**src/rtl/status_params.svh**
```systemverilog
`ifndef STATUS_PARAMS_SVH
`define STATUS_PARAMS_SVH

// Register width and value limits
`define REG_W              16
`define REG_ZERO           16'h0000
`define FILTER_MAX         16'h7fd7
`define OPERATION_SUMMARY_FLAG_DEFINED       16'h0521
`define OPERATION_SUMMARY_FLAG_RISE_PRESET   16'h0521
`define QUES_RISE_PRESET   16'h0613

// Operation condition bit positions
`define OPERATION_SUMMARY_FLAG_CAL_BIT       0
`define OPERATION_SUMMARY_FLAG_WAIT_BIT      5
`define OPERATION_SUMMARY_FLAG_VOLT_BIT      8
`define OPERATION_SUMMARY_FLAG_CURR_BIT      10

// Register selects on the command port
`define SEL_W              3
`define SEL_COND           3'h0
`define SEL_EVENT          3'h1
`define SEL_MASK           3'h2
`define SEL_FALL           3'h3
`define SEL_RISE           3'h4
`define SEL_QRISE          3'h5
`define SEL_QFALL          3'h6
`define SEL_QMASK          3'h7

// Timing: clock period and holdoff unit in ns
`define CLK_PERIOD_NS      8
`define HOLDOFF_UNIT_NS    1000
`define CYCLES_PER_UNIT    ((`HOLDOFF_UNIT_NS + `CLK_PERIOD_NS - 1) / `CLK_PERIOD_NS)
`define HOLDOFF_DEFAULT    16'h0014

`endif

```
**src/rtl/status_pkg.sv**
```systemverilog
`include "status_params.svh"

package status_pkg;

  // Command operations
  typedef enum logic [1:0] {
    OP_READ   = 2'h0,
    OP_WRITE  = 2'h1,
    OP_PRESET = 2'h2,
    OP_DELAY  = 2'h3
  } cmd_op_t;

  // Register selects
  typedef enum logic [`SEL_W-1:0] {
    REG_COND  = `SEL_COND,
    REG_EVENT = `SEL_EVENT,
    REG_MASK  = `SEL_MASK,
    REG_FALL  = `SEL_FALL,
    REG_RISE  = `SEL_RISE,
    REG_QRISE = `SEL_QRISE,
    REG_QFALL = `SEL_QFALL,
    REG_QMASK = `SEL_QMASK
  } reg_sel_t;

  // Command word
  typedef struct packed {
    cmd_op_t             op;
    reg_sel_t            sel;
    logic [`REG_W-1:0]   data;
  } cmd_t;

  // Response word
  typedef struct packed {
    logic [`REG_W-1:0]   data;
    logic                error;
  } rsp_t;

  // Regulation flags, live or recorded
  typedef struct packed {
    logic unregulated_flag;
    logic current_regulation_flag;
    logic voltage_regulation_flag;
  } reg_flags_t;

  // Questionable filter and mask values handed to that group
  typedef struct packed {
    logic [`REG_W-1:0]   questionable_rising_filter;
    logic [`REG_W-1:0]   questionable_falling_filter;
    logic [`REG_W-1:0]   questionable_summary_mask;
  } ques_regs_t;

endpackage : status_pkg

```
**src/rtl/operation_status_register_group.sv**
```systemverilog
// Function
// - Preset sets rising filters, clears falling, masks
// - Preset values: operation 1313, questionable 1555
// - Condition bits at weights 1, 32, 256, 1024
// - Condition register read-only, live flags
// - Event register latches filtered transitions until cleared
// - Event read returns value then clears
// - Summary flag is OR of enabled events
// - Falling filter bit catches one-to-zero change
// - Rising filter bit catches zero-to-one change
// - Both filter bits catch any change
// - Neither filter bit catches nothing
// - Filter write may raise events itself
// - Filters and mask accept 0..32727, default zero
// - Regulation state recorded after holdoff delay
// - Holdoff delays overcurrent trip, not overvoltage
// - Trigger clears wait flag; continuous re-arms

`timescale 1ns/10ps
`include "status_params.svh"

module operation_status_register_group
  import status_pkg::*;
#(
  parameter logic [`REG_W-1:0] HOLDOFF_DEFAULT = `HOLDOFF_DEFAULT
) (
  input  wire logic         clock,
  input  wire logic         arst_n,
  input  wire logic         cmd_valid,
  input  wire cmd_t         cmd,
  output logic              rsp_valid,
  output rsp_t              rsp,
  input  wire logic         cal_busy_pin,
  input  wire reg_flags_t   regulation_pins,
  input  wire logic         overvoltage_pin,
  input  wire logic         overcurrent_enable,
  input  wire logic         output_reprogram,
  input  wire logic         trigger_initiate,
  input  wire logic         trigger_accept,
  input  wire logic         trigger_continuous,
  output logic              operation_summary_flag,
  output logic              overcurrent_trip,
  output logic              overvoltage_trip,
  output logic              unregulated_flag,
  output logic              holdoff_active,
  output ques_regs_t        ques_regs
);

  localparam int UNIT_CYCLES = `CYCLES_PER_UNIT;
  localparam int DIV_W       = $clog2(UNIT_CYCLES + 1);

  initial
  begin
    if (UNIT_CYCLES < 1) $error("holdoff unit shorter than one clock");
  end

  // Write value legal for filters and masks
  function automatic logic value_ok(input logic [`REG_W-1:0] v);
    value_ok = (v <= `FILTER_MAX);
  endfunction : value_ok

  // Reset release through two flip-flops
  logic rst_meta_r;  // First stage
  logic rst_n;       // Released reset for the rest of the design

  always_ff @(posedge clock or negedge arst_n)
  begin
    if (!arst_n)
    begin
      rst_meta_r <= 1'b0;
      rst_n      <= 1'b0;
    end
    else
    begin
      rst_meta_r <= 1'b1;
      rst_n      <= rst_meta_r;
    end
  end

  // Pin synchronisers
  logic       cal_busy;     // Calibration in progress
  reg_flags_t live_flags;   // Live regulation state
  logic       ovp_level;    // Overvoltage sensed

  pin_sync #(.W(1)) u_cal_sync (
    .clock     (clock),
    .rst_n     (rst_n),
    .pin_in    (cal_busy_pin),
    .level_out (cal_busy)
  );

  pin_sync #(.W(4)) u_reg_sync (
    .clock     (clock),
    .rst_n     (rst_n),
    .pin_in    ({overvoltage_pin, regulation_pins}),
    .level_out ({ovp_level, live_flags})
  );

  // Holdoff unit divider
  logic [DIV_W-1:0] div_r;    // Cycle count within a unit
  logic [DIV_W-1:0] div_nxt;
  logic             unit_tick;

  always_comb
  begin
    unit_tick = (div_r == DIV_W'(UNIT_CYCLES - 1));
    div_nxt   = unit_tick ? '0 : div_r + DIV_W'(1);
  end

  always_ff @(posedge clock or negedge rst_n)
  begin
    if (!rst_n) div_r <= '0;
    else        div_r <= div_nxt;
  end

  // Regulation flags pass the holdoff before being recorded
  reg_flags_t         rec_flags;   // Recorded regulation state
  logic [`REG_W-1:0]  delay_r;     // Programmed holdoff in units

  holdoff_timer #(.CW(`REG_W)) u_holdoff (
    .clock          (clock),
    .rst_n          (rst_n),
    .unit_tick      (unit_tick),
    .reprogram      (output_reprogram),
    .delay_units    (delay_r),
    .live_flags     (live_flags),
    .recorded_flags (rec_flags),
    .holding        (holdoff_active)
  );

  // Trigger wait flag
  logic wait_r;    // Waiting for trigger
  logic wait_nxt;
  logic rearm_r;   // Continuous re-arm one cycle after a trigger
  logic rearm_nxt;

  always_comb
  begin
    wait_nxt  = wait_r;
    rearm_nxt = 1'b0;
    if (trigger_accept && wait_r)
    begin
      wait_nxt  = 1'b0;
      rearm_nxt = trigger_continuous;
    end
    else if (trigger_initiate || rearm_r)
    begin
      wait_nxt = 1'b1;
    end
  end

  always_ff @(posedge clock or negedge rst_n)
  begin
    if (!rst_n)
    begin
      wait_r  <= 1'b0;
      rearm_r <= 1'b0;
    end
    else
    begin
      wait_r  <= wait_nxt;
      rearm_r <= rearm_nxt;
    end
  end

  // Live condition word, unused bits zero
  logic [`REG_W-1:0] cond;

  always_comb
  begin
    cond                 = `REG_ZERO;
    cond[`OPERATION_SUMMARY_FLAG_CAL_BIT]  = cal_busy;
    cond[`OPERATION_SUMMARY_FLAG_WAIT_BIT] = wait_r;
    cond[`OPERATION_SUMMARY_FLAG_VOLT_BIT] = rec_flags.voltage_regulation_flag;
    cond[`OPERATION_SUMMARY_FLAG_CURR_BIT] = rec_flags.current_regulation_flag;
  end

  // Register file state
  logic [`REG_W-1:0] cond_prev_r;   // Condition one cycle ago
  logic [`REG_W-1:0] event_r;       // Latched events
  logic [`REG_W-1:0] mask_r;        // Summary mask
  logic [`REG_W-1:0] fall_r;        // Falling edge filter
  logic [`REG_W-1:0] rise_r;        // Rising edge filter
  logic [`REG_W-1:0] qrise_r;       // Questionable rising filter
  logic [`REG_W-1:0] qfall_r;       // Questionable falling filter
  logic [`REG_W-1:0] qmask_r;       // Questionable summary mask
  logic [`REG_W-1:0] event_nxt;
  logic [`REG_W-1:0] mask_nxt;
  logic [`REG_W-1:0] fall_nxt;
  logic [`REG_W-1:0] rise_nxt;
  logic [`REG_W-1:0] qrise_nxt;
  logic [`REG_W-1:0] qfall_nxt;
  logic [`REG_W-1:0] qmask_nxt;
  logic [`REG_W-1:0] delay_nxt;
  logic [`REG_W-1:0] edge_set;      // Filtered transitions this cycle
  logic [`REG_W-1:0] write_set;     // Events raised by filter writes
  logic              summary_nxt;
  logic              rsp_valid_nxt;
  rsp_t              rsp_r;
  rsp_t              rsp_nxt;
  logic              is_write;
  logic              is_read;

  // Command decode, edge detection and next register values
  always_comb
  begin
    is_write  = cmd_valid && (cmd.op == OP_WRITE);
    is_read   = cmd_valid && (cmd.op == OP_READ);
    mask_nxt  = mask_r;
    fall_nxt  = fall_r;
    rise_nxt  = rise_r;
    qrise_nxt = qrise_r;
    qfall_nxt = qfall_r;
    qmask_nxt = qmask_r;
    delay_nxt = delay_r;
    write_set = `REG_ZERO;
    rsp_nxt   = '{data: `REG_ZERO, error: 1'b0};
    // Edges against the registered copy, both filters per bit
    edge_set  = (cond & ~cond_prev_r & rise_r)
              | (~cond & cond_prev_r & fall_r);
    // Preset request
    if (cmd_valid && (cmd.op == OP_PRESET))
    begin
      rise_nxt  = `OPERATION_SUMMARY_FLAG_RISE_PRESET;
      qrise_nxt = `QUES_RISE_PRESET;
      fall_nxt  = `REG_ZERO;
      qfall_nxt = `REG_ZERO;
      mask_nxt  = `REG_ZERO;
      qmask_nxt = `REG_ZERO;
    end
    // Holdoff delay write
    else if (cmd_valid && (cmd.op == OP_DELAY))
    begin
      delay_nxt = cmd.data;
    end
    // Register write, range checked
    else if (is_write)
    begin
      if (!value_ok(cmd.data) || (cmd.sel == REG_COND) || (cmd.sel == REG_EVENT))
      begin
        rsp_nxt.error = 1'b1;
      end
      else
      begin
        unique case (cmd.sel)
          REG_MASK:  mask_nxt = cmd.data;
          REG_FALL:
          begin
            fall_nxt  = cmd.data;
            write_set = cmd.data & ~fall_r & ~cond;
          end
          REG_RISE:
          begin
            rise_nxt  = cmd.data;
            write_set = cmd.data & ~rise_r & cond;
          end
          REG_QRISE: qrise_nxt = cmd.data;
          REG_QFALL: qfall_nxt = cmd.data;
          REG_QMASK: qmask_nxt = cmd.data;
          default:   rsp_nxt.error = 1'b1;
        endcase
      end
    end
    // Register read
    else if (is_read)
    begin
      unique case (cmd.sel)
        REG_COND:  rsp_nxt.data = cond;
        REG_EVENT: rsp_nxt.data = event_r;
        REG_MASK:  rsp_nxt.data = mask_r;
        REG_FALL:  rsp_nxt.data = fall_r;
        REG_RISE:  rsp_nxt.data = rise_r;
        REG_QRISE: rsp_nxt.data = qrise_r;
        REG_QFALL: rsp_nxt.data = qfall_r;
        REG_QMASK: rsp_nxt.data = qmask_r;
        default:   rsp_nxt.error = 1'b1;
      endcase
    end
    // Event clear on read, new events win over the clear
    if (is_read && (cmd.sel == REG_EVENT))
    begin
      event_nxt = edge_set | write_set;
    end
    else
    begin
      event_nxt = event_r | edge_set | write_set;
    end
    summary_nxt   = |(event_nxt & mask_nxt);
    rsp_valid_nxt = cmd_valid;
  end

  // Register file flip-flops
  always_ff @(posedge clock or negedge rst_n)
  begin
    if (!rst_n)
    begin
      cond_prev_r <= `REG_ZERO;
      event_r     <= `REG_ZERO;
      mask_r      <= `REG_ZERO;
      fall_r      <= `REG_ZERO;
      rise_r      <= `REG_ZERO;
      qrise_r     <= `REG_ZERO;
      qfall_r     <= `REG_ZERO;
      qmask_r     <= `REG_ZERO;
      delay_r     <= HOLDOFF_DEFAULT;
      rsp_r       <= '0;
      rsp_valid   <= 1'b0;
      operation_summary_flag <= 1'b0;
    end
    else
    begin
      cond_prev_r <= cond;
      event_r     <= event_nxt;
      mask_r      <= mask_nxt;
      fall_r      <= fall_nxt;
      rise_r      <= rise_nxt;
      qrise_r     <= qrise_nxt;
      qfall_r     <= qfall_nxt;
      qmask_r     <= qmask_nxt;
      delay_r     <= delay_nxt;
      rsp_r       <= rsp_nxt;
      rsp_valid   <= rsp_valid_nxt;
      operation_summary_flag <= summary_nxt;
    end
  end

  // Protection outputs
  logic ocp_nxt;
  logic ocp_r;
  logic ovp_r;

  always_comb
  begin
    ocp_nxt = overcurrent_enable && rec_flags.current_regulation_flag;
  end

  always_ff @(posedge clock or negedge rst_n)
  begin
    if (!rst_n)
    begin
      ocp_r            <= 1'b0;
      ovp_r            <= 1'b0;
      unregulated_flag <= 1'b0;
    end
    else
    begin
      ocp_r            <= ocp_nxt;
      ovp_r            <= ovp_level;
      unregulated_flag <= rec_flags.unregulated_flag;
    end
  end

  assign overcurrent_trip = ocp_r;
  assign overvoltage_trip = ovp_r;
  assign rsp              = rsp_r;
  assign ques_regs        = '{questionable_rising_filter:  qrise_r,
                              questionable_falling_filter: qfall_r,
                              questionable_summary_mask:   qmask_r};

endmodule : operation_status_register_group

```
**src/rtl/pin_sync.sv**
```systemverilog
`timescale 1ns/10ps

// Three-stage synchroniser; value taken once stages two and three agree
module pin_sync #(
  parameter int W = 1
) (
  input  wire logic         clock,
  input  wire logic         rst_n,
  input  wire logic [W-1:0] pin_in,
  output logic      [W-1:0] level_out
);

  initial
  begin
    if (W < 1) $error("pin_sync: width must be at least one");
  end

  logic [W-1:0] meta_r;    // First stage, read only by second
  logic [W-1:0] s2_r;      // Second stage
  logic [W-1:0] s3_r;      // Third stage
  logic [W-1:0] level_r;   // Accepted level
  logic [W-1:0] level_nxt; // Next accepted level

  // Accept per bit when stages agree
  always_comb
  begin
    level_nxt = level_r;
    for (int i = 0; i < W; i++)
    begin
      if (s2_r[i] == s3_r[i]) level_nxt[i] = s3_r[i];
    end
  end

  // Stage registers
  always_ff @(posedge clock or negedge rst_n)
  begin
    if (!rst_n)
    begin
      meta_r  <= '0;
      s2_r    <= '0;
      s3_r    <= '0;
      level_r <= '0;
    end
    else
    begin
      meta_r  <= pin_in;
      s2_r    <= meta_r;
      s3_r    <= s2_r;
      level_r <= level_nxt;
    end
  end

  assign level_out = level_r;

endmodule : pin_sync

```
**src/rtl/holdoff_timer.sv**
```systemverilog
`timescale 1ns/10ps

// Holds the recorded regulation flags for a programmed time after reprogramming
module holdoff_timer
  import status_pkg::*;
#(
  parameter int CW = 16
) (
  input  wire logic          clock,
  input  wire logic          rst_n,
  input  wire logic          unit_tick,
  input  wire logic          reprogram,
  input  wire logic [CW-1:0] delay_units,
  input  wire reg_flags_t    live_flags,
  output reg_flags_t         recorded_flags,
  output logic               holding
);

  initial
  begin
    if (CW < 1) $error("holdoff_timer: counter width must be at least one");
  end

  logic [CW-1:0] count_r;     // Units still to wait
  logic [CW-1:0] count_nxt;
  reg_flags_t    record_r;    // Flags seen by the condition register
  reg_flags_t    record_nxt;

  // Countdown and record update
  always_comb
  begin
    count_nxt  = count_r;
    record_nxt = record_r;
    if (reprogram)
    begin
      count_nxt = delay_units;                // Restart on every reprogramming
    end
    else if (count_r != '0)
    begin
      if (unit_tick) count_nxt = count_r - CW'(1);
    end
    else
    begin
      record_nxt = live_flags;                // Delay spent: follow live state
    end
  end

  // Timer registers
  always_ff @(posedge clock or negedge rst_n)
  begin
    if (!rst_n)
    begin
      count_r  <= '0;
      record_r <= '0;
    end
    else
    begin
      count_r  <= count_nxt;
      record_r <= record_nxt;
    end
  end

  assign recorded_flags = record_r;
  assign holding        = (count_r != '0);

endmodule : holdoff_timer

```
**config.mk**
```make
export PLATFORM = sky130hd
export DESIGN_NAME = operation_status_register_group
export DESIGN_NICKNAME = d
export VERILOG_FILES = /design/src/rtl/status_pkg.sv /design/src/rtl/operation_status_register_group.sv /design/src/rtl/pin_sync.sv /design/src/rtl/holdoff_timer.sv
export VERILOG_INCLUDE_DIRS = /design/src /design/src/rtl
export SDC_FILE = /design/constraint.sdc
export NUM_CORES = 1
export LEC_CHECK = 0
export ABC_AREA = 1
export BUFFER_PORTS_ARGS = -buffer_cell sky130_fd_sc_hd__buf_2
export CORE_UTILIZATION = 63
export DETAILED_ROUTE_END_ITERATION = 10
export PLACE_DENSITY_LB_ADDON = 0.1
export SLEW_MARGIN = 25
export SYNTH_ARGS = -nofsm -noshare
export SYNTH_HDL_FRONTEND = slang
export SYNTH_HIERARCHICAL = 1
export SYNTH_SLANG_ARGS = --single-unit
```
**constraint.sdc**
```tcl
create_clock -name clock -period 17.1 [get_ports clock]
set_clock_uncertainty 0.15 [all_clocks]
set_input_delay 3.42 -clock clock [delete_from_list [all_inputs] [get_ports clock]]
set_output_delay 3.42 -clock clock [all_outputs]
set_load 0.01 [all_outputs]
```
Word-level counts from Yosys, hierarchy flattened
Index checks and enable logic that the tools add are counted.
- $add $sub $neg: 2
- order comparisons: 1
- eq/ne operators: 18
- muxes and demuxes: 51
- bitwise operators: 20
- reductions and logical operators: 33
- operator list (cell ; number):
    two-way mux 16 bit ; 39
    one-hot mux 16 bit (8 select lines) ; 1
    bitwise AND 16 bit ; 6
    bitwise OR 16 bit ; 4
    two-way mux 17 bit ; 3
    bitwise AND 16 x 11 -> 16 bit ; 2
    inverter 11 -> 16 bit ; 2
    inverter 16 bit ; 2
    one-hot mux 16 bit (2 select lines) ; 1
    AND reduction 4 bit ; 5
    nonzero test 2 bit ; 9
    bitwise AND 11 x 16 -> 16 bit ; 1
    less-or-equal comparator 16 x 15 -> 1 bit (second input constant) ; 1
    nonzero test 16 bit ; 1
    OR reduction 16 bit ; 1
    subtractor 16 x 1 -> 16 bit (second input constant) ; 1
    equality test 3 bit (second input constant) ; 4
    adder 7 x 1 -> 7 bit (second input constant) ; 1
    equality test 7 bit (second input constant) ; 1
    logical AND 1 bit ; 7
    two-way mux 7 bit ; 1
    equality test 3 x 2 -> 1 bit (second input constant) ; 2
    two-way mux 1 bit ; 6
    AND reduction 2 bit ; 3
    other kinds (11) ; 21
- register bits: 204
- input port bits: 34
- output and inout bits: 71
- word-level logic and storage cells: 161

Depth between registers and ports, before layout
Gate-level depths: netlist (run 1).
- depth after elaboration: 12
- depth in mapped cells: 14
- gate-level depth less buffers: 13

Hierarchy
The synthesis (run 1) kept the hierarchy.
- by module, submodules not included (module ; instances ; cells an instance ; area an instance (µm²) ; seq. area each (µm²)):
    operation_status_register_group ; 1 ; 879 ; 7612.3 ; 4131.5
    holdoff_timer ; 1 ; 183 ; 1270.0 ; 475.5
    pin_sync (u_reg_sync) ; 1 ; 32 ; 465.4 ; 400.4
    pin_sync (u_cal_sync) ; 1 ; 8 ; 116.4 ; 100.1

Worst setup path before layout (run 1)
OpenSTA, ideal clock, no wires.
- kind: input-to-reg
- from: in cmd[17] (netlist bit)
- to: reg qrise_r[5]
- setup time: 0.125 ns
- data arrival time: 4.679 ns
- required time: 16.825 ns
- setup slack: 12.147 ns
- stages on the path: 9
- path buffers: 2
- path through: buf_6 -> nor2_4 -> nor2_8 -> inv_2 -> nor2_4 -> nand2_4 -> o21ai_2 -> buf_4 -> mux2_2
- word-level cells in the longest chain between the ends: 5
- elaborated cells between the ends (all ways): 8
- those cells by class: eq/ne: 3; reduce/logical: 5
- RTL lines (element ; RTL line ; source):
    from (decl) ; operation_status_register_group.sv:30 ; input wire cmd_t cmd,
    logical NOT 3 bit ; operation_status_register_group.sv:239 ; if (!value_ok(cmd.data) || (cmd.sel == REG_COND) || (cmd.sel == REG_EVENT))
    logical OR 1 bit (2 in series) ; operation_status_register_group.sv:239 ;
    != test 2 bit (no source line) ; n/a ;
    AND reduction 4 bit (no source line) * ; n/a ;
    to (signal assigned) ; operation_status_register_group.sv:302 ; qrise_r <= `REG_ZERO;
    to (signal assigned) ; operation_status_register_group.sv:317 ; qrise_r <= qrise_nxt;
    to (decl) ; operation_status_register_group.sv:184 ; logic [`REG_W-1:0] qrise_r;
Mark *: on every way between the ends. The rest lies on a longest branch, timed or not.
A chain may end at the register's enable or synchronous reset.

Worst setup path after layout (run 1)
- from: reg u_holdoff.count_r[0]
- to: out holdoff_active
- word-level cells in the longest chain between the ends: 1
- RTL lines (element ; RTL line ; source):
    from (decl) ; holdoff_timer.sv:24 ; logic [CW-1:0] count_r;
    from (signal assigned) ; holdoff_timer.sv:58 ; count_r <= count_nxt;
    nonzero test 16 bit ; holdoff_timer.sv:64 ; assign holding = (count_r != '0);
    to (decl) ; operation_status_register_group.sv:45 ; output logic holdoff_active,
No other way between the ends.

==> results of run 1 <==
-- cell usage in the layout, fill, tap and decap left out, types with 3 or more instances in the layout --
master        n
xnor2_1       3
a221oi_1      7
o21ai_1       5
nand3_1      53
bufinv_16     3
clkinv_2      6
nor2_4        4
inv_2         3
mux2_2       17
buf_2       104
inv_1       179
a21oi_1      22
o22ai_1      33
ha_1          3
nand4_1      24
nor3_1       11
dfrtp_1     201
a2111oi_0     9
nand2_1     238
clkbuf_16    21
clkinvlp_4    3
nand3_2       6
xor2_1       10
nor2_1      108
o21ai_4       5
nor2_2        4
o21ai_0      94
-- area by class of cell --
cell class	instances	area share (%)
flip-flops and latches	204	47.53
multi-input cells	675	32.10
inverters	182	6.353
repair buffers	106	5.283
clock buffers	24	5.178
well taps	184	2.141
clock inverters	13	1.408
-- registers in the layout (all words and copies together), names as in the netlist, 7 cells and up --
| signal | flops |
|---|---|
| mask_r | 16 |
| div_r | 7 |
| rise_r | 16 |
| event_r | 16 |
| qfall_r | 16 |
| qrise_r | 16 |
| qmask_r | 16 |
| delay_r | 16 |
| fall_r | 16 |
| u_holdoff/count_r | 16 |
| rsp | 17 |
-- Yosys cell counts (all sizes together), types with 10 or more instances --
master  number
a21oi       22
buf         22
clkbuf      19
dfrtp      202
inv        182
mux2        17
nand2      241
nand3       60
nand4       24
nor2       117
nor3        12
o21ai      104
o22ai       33
xor2        10
-- metal layers --
metal	up-vias	track usage, %
met4	2	18.78
met2	350	54.05
li1	3713	-
met5	-	0
met1	3765	42.52
met3	98	6.443
-- worst max-delay path, delay by kind of cell (launching register included) --
kind,cells,cell delay [ps]
buf+inv,2,270
simple gates,5,660
fa+ha+maj,1,210
flops,1,370
-- power groups by stage --
stage / Sequential [mW] / Combinational, mW / Clock [mW]
final: 0.590 / 0.208 / 0.472
after global routing: 0.597 / 0.233 / 0.494
after CTS: 0.589 / 0.207 / 0.475
after detailed placement: 0.596 / 0.205 / 0
after global placement: 0.595 / 0.200 / 0
after floorplan: 0.603 / 0.123 / 0
-- stage by stage --
stage,instances,setup WS (ps),util (%),hold WS [ps]
after floorplan,1102,10850,-,181.2
after global placement,1350,10980,68.61,182.4
after detailed placement,1350,11080,68.66,184.7
after CTS,1387,11520,73.52,193.2
after global routing,1388,11340,73.71,204.9
final,1388,11530,73.71,184.9
-- worst max path at each step --
stage	slack, ps	cells past startpoint	end	from
2_1_floorplan	10850	0	cond_prev_r[0]$_DFF_PN0_	rst_n$_DFF_PN0_
3_5_place_dp	11080	13	operation_summary_flag$_DFF_PN0_	cmd[20]
6_report	11530	8	holdoff_active	u_holdoff/count_r[0]$_DFFE_PN0P_
4_1_cts	11520	8	holdoff_active	u_holdoff/count_r[0]$_DFFE_PN0P_
3_3_place_gp	10980	8	qrise_r[5]$_DFFE_PN0P_	cmd[18]
5_1_grt	11340	13	operation_summary_flag$_DFF_PN0_	cmd[20]
-- cells by family (layout without fill, tap and decap cells) --
| group | after synthesis | count (layout) |
|---|---|---|
| xor+xnor | 13 | 13 |
| flops | 204 | 204 |
| compound gates | 184 | 184 |
| simple gates | 457 | 457 |
| buf+inv | 223 | 325 |
| fa+ha+maj | 3 | 3 |
| other cells | 1 | 1 |
| mux | 17 | 17 |
==> run_results.csv, run 1 <==
group,metric,value,unit
synth,synthSimpleGateAreaFrac,21.15,%
synth,synth_cells,1102,
detailed_routing,drt-initial-drc-count,861,
global_route,grt_max_degree,203,
global_route,grt_pass1_vias,7760,
timing,fin_setup_tns,0,ps
detailed_routing,top_layer,"met5",
cells_and_area,seq_area,0.005111,mm²
run_status,status,"complete, no violations",
power,total_power,1.270,mW
hold_path,holdCritPathClass,"reg2async",
clock_network,cts_max_path_buffers,3,
cells_and_area,nets,1227,
critical_path,start_kind,"flip-flop",
clock_network,clk_pin_slew_worst_paths,60,ps
critical_path,path_cells,"inv_1 -> ha_1 -> nand2_1 -> nor2_1 -> nand2_1 -> nor2_1 -> nand3_1 -> buf_2",
detailed_routing,route.met3.wl,1909,µm
clock_network,cts_buffers,21,
cells_and_area,syn_to_final_growth,13.62,%
cells_and_area,finalInstanceArea,0.01075,mm²
cells_and_area,multiInputGateArea,0.003452,mm²
critical_path,critPathArrivalTime,2000,ps
global_route,grt_use_total,33.47,%
critical_path,worstPathMaxFanout,4,
power,p_seq_share,46.4,%
cells_and_area,diodes,0,
synth,yosys_warnings,6,
synth,ys.flop_type,"dfrtp_1",
power,ir_drop,0.1053,mV
power,sw_frac_of_total,29.11,%
detailed_routing,drc,0,
placed_design,gp_congestion,0.9260,
synth,synth_top_area_cell,"dfrtp_1",
power,power.internal,0.9003,mW
clock_network,postCtsSetupBuffers,0,
critical_path,crit_slowest_cell,"dfrtp_1",
global_route,grt_overflow_total,0,
clock_network,clock_latency,500,ps
timing,fmax,179.6,MHz
critical_path,critical_path.max_stage_delay,370,ps
synth,synth_xor_area_share,1.203,%
floorplanning,start_util,64.87,%
floorplanning,die_h,124.6,µm
critical_path,end_kind,"output port",
critical_path,critical_path_class,"reg2out",
detailed_routing,wl_met1,9977,µm
power,cellPowerDensity,118.1,mW/mm²
power,pwr-share-comb,16.4,%
detailed_routing,viasPerCell,5.712,
synth,muxShareOfSynthArea,2.023,%
detailed_routing,drtPass1Iterations,6,
cells_and_area,drive_gt1_share,15.86,%
timing,tightest_slew,1077,ps
synth,synth-seq-cells,204,
placed_design,hpwl,17340,µm
floorplanning,core_region_area,0.01459,mm²
critical_path,reg2reg_slack,15180,ps
clock_network,numClockSinks,204,
timing,slew_headroom,27.68,%
detailed_routing,routed-via-count,7928,
detailed_routing,routed_wl,25510,µm
synth,synth_top_area_share,53.41,%
floorplanning,rows,44,
timing,min_period,5567,ps
timing,hold_violations,0,
placed_design,numPortBuffers,104,
synth,synth_compound_gate_area_share,11.58,%
global_route,antenna_found_initial,1,
clock_network,htree_levels,1,
synth,async_flop_share,100.0,%
synth,synth_edf_count,0,
placed_design,dpl_cell_area,0.01002,mm²
critical_path,worstPathRequired,13530,ps
timing,setup_viol,0,
critical_path,reg2reg_from,"div_r[2]$_DFF_PN0_",
critical_path,r2r_end,"u_holdoff/count_r[9]$_DFFE_PN0P_",
timing,fin_crit_sh,32.56,%
floorplanning,ios,105,
clock_network,hold_buffers,0,
timing,rsz0062_at_grt,"no",
synth,ys_types,46,
cells_and_area,nFillCells,1117,
power,leakagePower,5.515,nW
synth,syn_nets,1139,
power,switchingPower,0.3698,mW
synth,synth_top_family_by_area,"simple AND/OR/NAND/NOR gates",
global_route,grt_pass1_wl,40390,µm
clock_network,cts_tree,"yes",
detailed_routing,post_drt_wl_per_cell,18.38,µm
synth,synth.area.top_cells,"dfrtp_1, nand2_1, inv_1, o21ai_0, nor2_1",
clock_network,post_cts_resize_count,0,
synth,syn_avg_cell_area,8.588,µm²
floorplanning,design.die.area,0.01552,mm²
synth,synth_area,0.009464,mm²
synth,synth_fa_ha_area_share,0.3966,%
job,cap_violations,0,
power,pwr-share-clk,37.1,%
synth,yosysSeqAreaShare,53.97,%
detailed_routing,route.met2.wl,12120,µm
critical_path,rr_worst_depth,8,
detailed_routing,antenna_left,0,
floorplanning,die_w,124.6,µm
timing,slew_viol_final,0,
clock_network,cts_root_buf,"clkbuf_16",
No activity file was read; power rests on OpenSTA's default activity.
==> run 2: changes to the inputs <==
- CORE_UTILIZATION: 63 -> 53
- clock period: 17.1 -> 4.5 ns (I/O delays scaled with it)
==> run_results.csv, run 2 (synthesis results as in run 1) <==
group,metric,value,unit
floorplanning,rows,48,
floorplanning,ios,105,
timing,fmax,332.3,MHz
critical_path,start_kind,"flip-flop",
global_route,grt_pass1_vias,7567,
critical_path,critPathTopFamily,"simple AND/OR/NAND/NOR gates",
job,cap_violations,0,
detailed_routing,drc,0,
clock_network,clk_pin_slew_worst_paths,60,ps
detailed_routing,routed-via-count,7821,
floorplanning,core_region_area,0.01736,mm²
timing,hold_violations,0,
clock_network,cts_buffers,22,
timing,setup_viol,0,
global_route,grt_pass1_wl,40030,µm
cells_and_area,diodes,0,
detailed_routing,post_drt_wl_per_cell,17.27,µm
critical_path,critPathArrivalTime,1960,ps
clock_network,numClockSinks,204,
power,ir_drop,0.3076,mV
critical_path,path_cells,"inv_1 -> ha_1 -> nand2_1 -> nor2_1 -> nand2_1 -> nor2_1 -> nand3_1 -> buf_2",
clock_network,cts_tree,"yes",
timing,slew_headroom,32.94,%
placed_design,gp_congestion,0.8887,
floorplanning,die_h,135.6,µm
cells_and_area,syn_to_final_growth,14.98,%
timing,fin_setup_tns,0,ps
timing,rsz0062_at_grt,"no",
run_status,status,"complete, no violations",
detailed_routing,drtPass1Iterations,5,
detailed_routing,viasPerCell,5.424,
placed_design,place_ws,1176,ps
cells_and_area,largest_reg_flops,17,
cells_and_area,final_cells,1442,
critical_path,path_buf_inv,2,
clock_network,cts_root_buf,"clkbuf_16",
critical_path,rr_worst_depth,9,
critical_path,cp_num_cells,8,
critical_path,crit_slowest_cell,"dfrtp_1",
timing,slew_viol_final,0,
placed_design,hpwl,17480,µm
cells_and_area,mostFrequentLayoutCell,"nand2_1",
critical_path,critical_path.max_stage_delay,380,ps
global_route,grt_overflow_total,0,
cells_and_area,drive_gt1_share,16.60,%
critical_path,worstPathMaxFanout,4,
timing,fin_crit_sh,66.88,%
clock_network,post_cts_resize_count,0,
global_route,grt_use_total,28.38,%
timing,fin_ws,1491,ps
power,cellPowerDensity,444.6,mW/mm²
timing,min_period,3009,ps
timing,whs,29.16,ps
placed_design,dpl_cell_area,0.01014,mm²
cells_and_area,utilization,62.69,%
cells_and_area,nFillCells,1544,
placed_design,dp_cells,1402,
detailed_routing,drt-initial-drc-count,640,
critical_path,end_kind,"output port",
cells_and_area,nets,1238,
clock_network,cts_max_path_buffers,3,
power,leakagePower,5.579,nW
global_route,grt_max_degree,73,
cells_and_area,finalInstanceArea,0.01088,mm²
floorplanning,die_w,135.6,µm
clock_network,htree_levels,1,
global_route,antenna_found_initial,0,
clock_network,hold_buffers,0,
clock_network,clock_latency,500,ps
floorplanning,start_util,54.53,%
power,total_power,4.838,mW
detailed_routing,routed_wl,24910,µm
hold_path,holdCritPathClass,"in2async",
clock_network,postCtsSetupBuffers,0,
cells_and_area,final_cell_mix,"nand2_1, dfrtp_1, inv_1",
detailed_routing,antenna_left,0,
timing,tightest_slew,998.2,ps
critical_path,critical_path_class,"reg2out",
placed_design,numPortBuffers,104,
floorplanning,design.die.area,0.01840,mm²
critical_path,worstPathRequired,3450,ps
run 2: cell types whose count changed in the layout (fill, tap and decap cells not counted), moves of 2 or more:
cell        change
clkbuf_16       +2
bufinv_16       -2
clkinvlp_4      -3
buf_4          +11
clkbuf_1        +2
clkbuf_8        +4
run 2: cell type report:
type,count,area (µm²),share of cell area (%)
clock inverters,8,68.82,0.6324
inverters,182,683.2,6.278
flip-flops and latches,204,5111,46.97
clock buffers,32,669.4,6.152
well taps,225,281.5,2.587
repair buffers,116,623.1,5.726
multi-input cells,675,3445,31.65
run 2: path summary, 6_finish.rpt:
check                                              endpoint  slack (ps)                        startpoint
max in group asynchronous  u_holdoff/count_r[5]$_DFFE_PN0P_        2890                   rst_n$_DFF_PN0_
max                                          holdoff_active        1490  u_holdoff/count_r[0]$_DFFE_PN0P_
min in group clock             u_reg_sync/s2_r[2]$_DFF_PN0_         200    u_reg_sync/meta_r[2]$_DFF_PN0_
max reg2reg                u_holdoff/count_r[1]$_DFFE_PN0P_        2610  u_holdoff/count_r[0]$_DFFE_PN0P_
min reg2reg                    u_reg_sync/s2_r[2]$_DFF_PN0_         200    u_reg_sync/meta_r[2]$_DFF_PN0_
min                                    rst_meta_r$_DFF_PN0_          30                            arst_n
run 2: power by group:
| part | switching (mW) | internal [mW] |
|---|---|---|
| Clock | 0.728 | 1.09 |
| Sequential | 0.169 | 2.08 |
| Combinational | 0.493 | 0.282 |
| Total | 1.39 | 3.45 |
run 2: layer usage:
layer	GRT usage (%)	vias to the layer above	wire length, µm
li1	-	3732	-
met1	41.37	3757	11190
met2	43.54	290	11240
met3	4.340	42	1793
met4	8.926	0	676
met5	0	-	0
